**config.mk**
```make
export PLATFORM = sky130hd
export DESIGN_NAME = owf_formatter
export DESIGN_NICKNAME = d
export VERILOG_FILES = /design/src/verilog/owf_pkg.sv /design/src/verilog/owf_formatter.sv /design/src/verilog/owf_parity.sv
export VERILOG_INCLUDE_DIRS = /design/src /design/src/verilog
export SDC_FILE = /design/constraint.sdc
export NUM_CORES = 1
export LEC_CHECK = 0
export BUFFER_PORTS_ARGS = -buffer_cell sky130_fd_sc_hd__buf_2
export CELL_PAD_IN_SITES_DETAIL_PLACEMENT = 1
export CELL_PAD_IN_SITES_GLOBAL_PLACEMENT = 2
export CORE_ASPECT_RATIO = 0.8
export CORE_UTILIZATION = 24
export CTS_CLUSTER_DIAMETER = 40
export DETAILED_ROUTE_END_ITERATION = 10
export PLACE_DENSITY_LB_ADDON = 0.1
export SLEW_MARGIN = 20
export SYNTH_ARGS = -nofsm -noshare
export SYNTH_HDL_FRONTEND = slang
export SYNTH_SLANG_ARGS = --single-unit
```
**constraint.sdc**
```tcl
create_clock -name clk_i -period 2.04 [get_ports clk_i]
set_input_delay 0.102 -clock clk_i [delete_from_list [all_inputs] [get_ports clk_i]]
set_output_delay 0.102 -clock clk_i [all_outputs]
set_load 0.05 [all_outputs]
```
**src/verilog/owf_map.svh**
```systemverilog
/*
 * Constants of the output word formatter: register offset, field positions,
 * reset value and test patterns.
 * Assumes a Wishbone slave with 32-bit data and byte addresses.
 */
// How it works
// - bits 7-6 of the format register read zero, writes ignored.
// - span field 5-4 picks 4, 8, 12 or 16 MSBs for span parity.
// - parity append disabled drives D[1] and D[0] low.
// - parity append enabled puts even parity of D[19:2] into D[1].
// - parity append enabled puts even parity of selected MSB span into D[0].
// - pattern select MSB zero places 18-bit conversion result in D[19:2].
// - pattern 100b drives all zeros, 101b drives all ones.
// - pattern 110b gives 15555h, 111b gives 03333h.
// - output word is 20 bits, governed by the format register.
`ifndef OWF_MAP_SVH
`define OWF_MAP_SVH

// ==========================================================================
// register map
`define OWF_ADDR_FORMAT     8'h1c
`define OWF_ADDR_STATUS     8'h20
`define OWF_FORMAT_RESET    8'h00
`define OWF_FORMAT_WMASK    8'h3f

// ==========================================================================
// field positions
`define OWF_SPAN_HI         5
`define OWF_SPAN_LO         4
`define OWF_PARITY_APPEND_ENABLE_BIT      3
`define OWF_PATN_HI         2
`define OWF_PATN_LO         0

// ==========================================================================
// test patterns for D[19:2]
`define OWF_PATN_ZEROS      18'h00000
`define OWF_PATN_ONES       18'h3ffff
`define OWF_PATN_ALT1       18'h15555
`define OWF_PATN_ALT2       18'h03333

`endif

```
**src/verilog/owf_pkg.sv**
```systemverilog
/*
 * Types of the output word formatter.
 * Assumes nothing beyond the map header.
 */
package owf_pkg;
    typedef enum logic [2:0] {
        OWF_PATN_CONV0,
        OWF_PATN_CONV1,
        OWF_PATN_CONV2,
        OWF_PATN_CONV3,
        OWF_PATN_ZERO,
        OWF_PATN_ONE,
        OWF_PATN_ALT_SINGLE,
        OWF_PATN_ALT_PAIR
    } owf_patn_t;

    typedef enum logic [1:0] {
        OWF_SPAN_4,
        OWF_SPAN_8,
        OWF_SPAN_12,
        OWF_SPAN_16
    } owf_span_t;
endpackage

```
**src/verilog/owf_formatter.sv**
```systemverilog
/*
 * Output word formatter: one format register on classic Wishbone and a
 * registered 20-bit output word built from the conversion result.
 * Assumes conv_valid_i pulses with each new result, synchronous to clk_i.
 */
// Our own choices: the Wishbone register port and the placing of the registers.
`timescale 1ns/1ps
`include "owf_map.svh"
module owf_formatter #(
    parameter int RESULT_W = 18
) (
    input  wire logic                clk_i,
    input  wire logic                rst_i,
    input  wire logic                wb_cyc_i,
    input  wire logic                wb_stb_i,
    input  wire logic                wb_we_i,
    input  wire logic [7:0]          wb_adr_i,
    input  wire logic [3:0]          wb_sel_i,
    input  wire logic [31:0]         wb_dat_i,
    output logic      [31:0]         wb_dat_o,
    output logic                     wb_ack_o,
    input  wire logic [RESULT_W-1:0] conv_data_i,
    input  wire logic                conv_valid_i,
    output logic      [RESULT_W+1:0] word_o,
    output logic                     word_valid_o
);
    logic [5:0]          format_q;
    logic [RESULT_W-1:0] field_d;
    logic                full_par;
    logic                span_par;
    logic                req;
    logic [31:0]         rdata_d;
    logic [RESULT_W+1:0] word_d;

    assign req = wb_cyc_i && wb_stb_i && !wb_ack_o;

    // ======================================================================
    // wishbone slave: one-cycle ack, unmapped reads return zero
    always_ff @(posedge clk_i) begin
        if (rst_i) begin
            wb_ack_o <= 1'b0;
        end else begin
            wb_ack_o <= req;
        end
    end

    always_comb begin
        rdata_d = 32'h0000_0000;
        if (wb_adr_i == `OWF_ADDR_FORMAT) begin
            rdata_d = {26'h0, format_q};
        end else if (wb_adr_i == `OWF_ADDR_STATUS) begin
            rdata_d = {12'h0, word_o};
        end
    end

    always_ff @(posedge clk_i) begin
        if (rst_i) begin
            wb_dat_o <= 32'h0000_0000;
        end else if (req && !wb_we_i) begin
            wb_dat_o <= rdata_d;
        end
    end

    // ======================================================================
    // format register; reserved bits 7-6 are not stored
    always_ff @(posedge clk_i) begin
        if (rst_i) begin
            format_q <= 6'(`OWF_FORMAT_RESET);
        end else if (req && wb_we_i && wb_sel_i[0] && wb_adr_i == `OWF_ADDR_FORMAT) begin
            format_q <= wb_dat_i[5:0] & 6'(`OWF_FORMAT_WMASK);
        end
    end

    // ======================================================================
    // upper field selection
    always_comb begin
        case (owf_pkg::owf_patn_t'(format_q[`OWF_PATN_HI:`OWF_PATN_LO]))
            owf_pkg::OWF_PATN_ZERO:       field_d = `OWF_PATN_ZEROS;
            owf_pkg::OWF_PATN_ONE:        field_d = `OWF_PATN_ONES;
            owf_pkg::OWF_PATN_ALT_SINGLE: field_d = `OWF_PATN_ALT1;
            owf_pkg::OWF_PATN_ALT_PAIR:   field_d = `OWF_PATN_ALT2;
            default:                      field_d = conv_data_i;
        endcase
    end

    // parity taken from the field actually sent, pattern or result
    owf_parity #(
        .FIELD_W (RESULT_W)
    ) u_parity (
        .field_i    (field_d),
        .span_i     (format_q[`OWF_SPAN_HI:`OWF_SPAN_LO]),
        .full_par_o (full_par),
        .span_par_o (span_par)
    );

    always_comb begin
        word_d = {field_d, 2'b00};
        if (format_q[`OWF_PARITY_APPEND_ENABLE_BIT]) begin
            word_d[1:0] = {full_par, span_par};
        end
    end

    // ======================================================================
    // output word register, loaded with each new result
    always_ff @(posedge clk_i) begin
        if (rst_i) begin
            word_o <= '0;
        end else if (conv_valid_i) begin
            word_o <= word_d;
        end
    end

    always_ff @(posedge clk_i) begin
        if (rst_i) begin
            word_valid_o <= 1'b0;
        end else begin
            word_valid_o <= conv_valid_i;
        end
    end

    // ======================================================================
    // assertions
    property p_reserved_zero;
        @(posedge clk_i) disable iff (rst_i)
        (wb_ack_o && $past(!wb_we_i) && $past(wb_adr_i) == `OWF_ADDR_FORMAT)
            |-> wb_dat_o[7:6] == 2'b00;
    endproperty
    a_reserved_zero: assert property (p_reserved_zero) else $error("reserved bits read nonzero");

    property p_no_parity;
        @(posedge clk_i) disable iff (rst_i)
        (conv_valid_i && !format_q[3]) |=> word_o[1:0] == 2'b00;
    endproperty
    a_no_parity: assert property (p_no_parity) else $error("parity bits set while off");

    property p_full_parity;
        @(posedge clk_i) disable iff (rst_i)
        (conv_valid_i && format_q[3]) |=> ^word_o[RESULT_W+1:1] == 1'b0;
    endproperty
    a_full_parity: assert property (p_full_parity) else $error("full parity wrong");

    property p_span_parity;
        @(posedge clk_i) disable iff (rst_i)
        (conv_valid_i && format_q[3] && format_q[5:4] == 2'b00)
            |=> (^word_o[RESULT_W+1 -: 4]) == word_o[0];
    endproperty
    a_span_parity: assert property (p_span_parity) else $error("span-4 parity wrong");

    property p_conv_pass;
        @(posedge clk_i) disable iff (rst_i)
        (conv_valid_i && !format_q[2]) |=> word_o[RESULT_W+1:2] == $past(conv_data_i);
    endproperty
    a_conv_pass: assert property (p_conv_pass) else $error("result not passed");

    property p_ones;
        @(posedge clk_i) disable iff (rst_i)
        (conv_valid_i && format_q[2:0] == 3'h5) |=> &word_o[RESULT_W+1:2];
    endproperty
    a_ones: assert property (p_ones) else $error("all-ones pattern wrong");

    property p_alt;
        @(posedge clk_i) disable iff (rst_i)
        (conv_valid_i && format_q[2:0] == 3'h6) |=> word_o[RESULT_W+1:2] == 18'h15555;
    endproperty
    a_alt: assert property (p_alt) else $error("alternating pattern wrong");

    // no $past here: its value before the first edge is undefined
    property p_reset_fmt;
        @(posedge clk_i) rst_i |=> format_q == 6'h00;
    endproperty
    a_reset_fmt: assert property (p_reset_fmt) else $error("format not cleared by reset");

    property p_span_8;
        @(posedge clk_i) disable iff (rst_i)
        (conv_valid_i && format_q[3] && format_q[5:4] == 2'b01)
            |=> (^word_o[RESULT_W+1 -: 8]) == word_o[0];
    endproperty
    a_span_8: assert property (p_span_8) else $error("span-8 parity wrong");

    property p_span_12;
        @(posedge clk_i) disable iff (rst_i)
        (conv_valid_i && format_q[3] && format_q[5:4] == 2'b10)
            |=> (^word_o[RESULT_W+1 -: 12]) == word_o[0];
    endproperty
    a_span_12: assert property (p_span_12) else $error("span-12 parity wrong");

    property p_span_16;
        @(posedge clk_i) disable iff (rst_i)
        (conv_valid_i && format_q[3] && format_q[5:4] == 2'b11)
            |=> (^word_o[RESULT_W+1 -: 16]) == word_o[0];
    endproperty
    a_span_16: assert property (p_span_16) else $error("span-16 parity wrong");

    property p_zeros;
        @(posedge clk_i) disable iff (rst_i)
        (conv_valid_i && format_q[2:0] == 3'h4)
            |=> word_o[RESULT_W+1:2] == `OWF_PATN_ZEROS;
    endproperty
    a_zeros: assert property (p_zeros) else $error("all-zeros pattern wrong");

    property p_alt_pair;
        @(posedge clk_i) disable iff (rst_i)
        (conv_valid_i && format_q[2:0] == 3'h7)
            |=> word_o[RESULT_W+1:2] == `OWF_PATN_ALT2;
    endproperty
    a_alt_pair: assert property (p_alt_pair) else $error("pair pattern wrong");

    property p_valid_follows;
        @(posedge clk_i) disable iff (rst_i)
        conv_valid_i |=> word_valid_o;
    endproperty
    a_valid_follows: assert property (p_valid_follows) else $error("word valid missing");

    property p_valid_idle;
        @(posedge clk_i) disable iff (rst_i)
        !conv_valid_i |=> !word_valid_o;
    endproperty
    a_valid_idle: assert property (p_valid_idle) else $error("word valid without result");

    // the host may read the word late, so it must not drift between results
    property p_word_hold;
        @(posedge clk_i) disable iff (rst_i)
        !conv_valid_i |=> $stable(word_o);
    endproperty
    a_word_hold: assert property (p_word_hold) else $error("word changed without result");

    property p_ack_answer;
        @(posedge clk_i) disable iff (rst_i)
        (wb_cyc_i && wb_stb_i && !wb_ack_o) |=> wb_ack_o;
    endproperty
    a_ack_answer: assert property (p_ack_answer) else $error("bus request not acknowledged");

    property p_ack_single;
        @(posedge clk_i) disable iff (rst_i)
        wb_ack_o |=> !wb_ack_o;
    endproperty
    a_ack_single: assert property (p_ack_single) else $error("ack longer than one cycle");

    property p_sel_ignored;
        @(posedge clk_i) disable iff (rst_i)
        (wb_cyc_i && wb_stb_i && !wb_ack_o && wb_we_i && !wb_sel_i[0])
            |=> $stable(format_q);
    endproperty
    a_sel_ignored: assert property (p_sel_ignored) else $error("unselected write landed");
endmodule

```
**src/verilog/owf_parity.sv**
```systemverilog
/*
 * Even parity generator for the formatted word: full-field and span bits.
 * Assumes an 18-bit upper field and a two-bit span code.
 */
`timescale 1ns/1ps
module owf_parity #(
    parameter int FIELD_W = 18
) (
    input  wire logic [FIELD_W-1:0] field_i,
    input  wire logic [1:0]         span_i,
    output logic                    full_par_o,
    output logic                    span_par_o
);
    logic [FIELD_W-1:0] span_mask;

    always_comb begin
        span_mask = '0;
        // span of 4, 8, 12 or 16 most significant bits
        case (owf_pkg::owf_span_t'(span_i))
            owf_pkg::OWF_SPAN_4:  span_mask[FIELD_W-1 -: 4]  = '1;
            owf_pkg::OWF_SPAN_8:  span_mask[FIELD_W-1 -: 8]  = '1;
            owf_pkg::OWF_SPAN_12: span_mask[FIELD_W-1 -: 12] = '1;
            default:              span_mask[FIELD_W-1 -: 16] = '1;
        endcase
        full_par_o = ^field_i;
        span_par_o = ^(field_i & span_mask);
    end
endmodule

```
==> impl_metrics.ini <==
[run_status]
status = finished, violations left
violations = DRC

[drt]
drc = 6
vias = 2146
postRouteAntennaNets = 0
firstDrtPassIters = 7
vias_per_cell = 4.665
wl_per_cell_um = 15.73
drt_iter0_markers = 136
drt_wl_total_um = 7235

[timing]
worst_pin_slew_ps = 561.1
final.setup_skew_ps = 5.982
hold_viol_final = 0
finalCritPeriodShare = 0.8388
max_freq_mhz = 584.4
rsz0062_at_grt = no
finalCriticalPeriod_ps = 1711
setup_tns_ps = 0
slew_violations = 0
layout_setup_ws_ps = 328.9
setup_viol = 0
maxSlewHeadroom = 0.6232

[yosys]
ys_types = 41
synth-compound-area-share = 0.1988
synth_area_mm2 = 0.002310
netlist_instances = 263
synthAdderAreaFrac = 0
synth_top_area_cell = dfxtp_1
yosysSeqAreaShare = 0.4160
yosys-mux-area-fraction = 0.02600
synth_simple_gate_area_frac = 0.2129
synth_warnings = 0
synth_top_family_by_area = simple AND/OR/NAND/NOR gates
synth_area_per_cell_um2 = 8.782
synth_seq_cells = 48
synth-xor-area-share = 0.07963
synthTopCellsByArea = dfxtp_1, nor2_1, a22oi_1
synth_top_area_share = 0.4160

[clock_network]
postCtsResizedCells = 0
clockBufferDepth = 2
cts_sinks = 48
cts_hold_buf = 0
cts_setup_buffers = 0
cts.clk_slew.worst_paths_ps = 70
insertion_delay_ps = 290
cts_tree = done
tritoncts.num_buffers = 5
ctsHtreeMaxLevel = 2
root_buffer = clkbuf_16

[finish]
fin_util = 0.3250
final_cell_mix = buf_2, nor2_1, dfxtp_1
synthToLayoutAreaGrowth_pct = 29.36
finalNetCount = 412
drive_gt1_frac = 0.2928
final_common_cell = buf_2
antenna_cells = 0

[run]
maxCapViolCount = 0

[worst_setup_path]
r2r_cells = 6
cp.required_ps = 2270
cp_max_fo = 30
worst-setup-path-type = register to register
cp-start-kind = register
r2r_setup_slack_ps = 330
crit_arrival_ps = 1940
cp-end-kind = register

[power_and_ir_drop]
irDropWorstVdd_mv = 0.2872
p_per_area_mw_per_mm2 = 781.4
p_leak_nw = 1.279

[floorplan]
dieArea_mm2 = 0.01002
floorplan.rows = 31
die_w_um = 111.7
core_area_mm2 = 0.009193
initial_core_util = 0.2513
pin_count = 122
die_h_um = 89.75

[grt]
track_usage = 0.1483
grt_pass1_vias = 2125
antenna_found_initial = 0
gr-total-overflow = 0
grt_pass1_wl_um = 11590
grt_max_degree = 31

[placement]
place_hpwl_um = 5464
port_buffers = 80
pre_cts_ws_ps = 309.4
gp_congestion = 0.7601

[hold_path]
hold-path-cell-count = 3
holdCritPathClass = input pin to register
critical path, cell delays in order (launching register included):
cell,delay [ps]
dfxtp_1,320
buf_4,280
a21boi_1,180
o221a_1,270
o221a_1,250
a211o_1,270
nand3_1,70
registers in the layout (all words and copies together), names as in the netlist:
| signal | flops |
|---|---|
| wb_dat_o | 20 |
| word_o | 20 |
| format_q | 6 |
| wb_ack_o | 1 |
| word_valid_o | 1 |
layer usage:
layer	GRT usage	share of wire
met5	0	0
met4	0.04392	0.0098
met3	0.03034	0.052
met2	0.2215	0.43
met1	0.2126	0.51
layout make-up:
type                    instances  area [um^2]
flip-flops and latches         48        960.9
clock inverters                 3        42.54
fillers                      1109         6205
well taps                     115        143.9
clock buffers                   5        125.1
repair buffers                 90        475.5
multi-input cells             199         1240
final timing paths:
path	startpoint	end
max	format_q[2]	word_o[0]
min	wb_dat_i[1]	format_q[1]
max reg2reg	format_q[2]	word_o[0]
min reg2reg	wb_dat_o[5]	wb_dat_o[5]
kinds of logic (layout without fill, tap and decap cells):
family / after synthesis / after routing
XOR/XNOR: 21 / 21
other: 1 / 12
multiplexers: 6 / 6
buffers and inverters: 27 / 98
AND/OR/NAND/NOR: 97 / 97
flip-flops: 48 / 48
AO/OA/AOI/OAI: 63 / 63
cell usage after synthesis, drive strengths merged:
master and n:
nor2 50, dfxtp 48, a22oi 21, nand2b 19, xnor2 15, clkbuf 14, buf 13, a21oi 11
a211oi 10, nand2 9, mux2i 6, xor2 6, o211ai 5, a311oi 4, a21boi 2, nand3 2
nor2b 2, nor3 2, o221a 2, or2b 2, or3b 2, a211o 1, a21o 1, a31oi 1
a32oi 1, a41o 1, and2 1, and3b 1, and4b 1, conb 1, nand3b 1, nand4 1
nor4 1, nor4b 1, o21a 1, o21ai 1, o31ai 1, or2 1, or3 1
power by group:
group          internal [W]  switching, W
Combinational      0.000129      0.000283
Clock              0.000576      0.000362
Sequential         0.000962     0.0000216
Total               0.00167      0.000667
metrics by stage:
stage	power [W]	hold WS, ps	instances	instance area, um^2
final	0.002335	52.59	460	2988
after global routing	0.002434	73.02	460	2988
after CTS	0.002375	50.97	460	2988
after detailed placement	0.001422	354.2	452	2820
after global placement	0.001421	340.7	452	2820
after floorplan	0.001317	192.3	274	2351
Note: power is estimated with default switching activity, not from simulation.
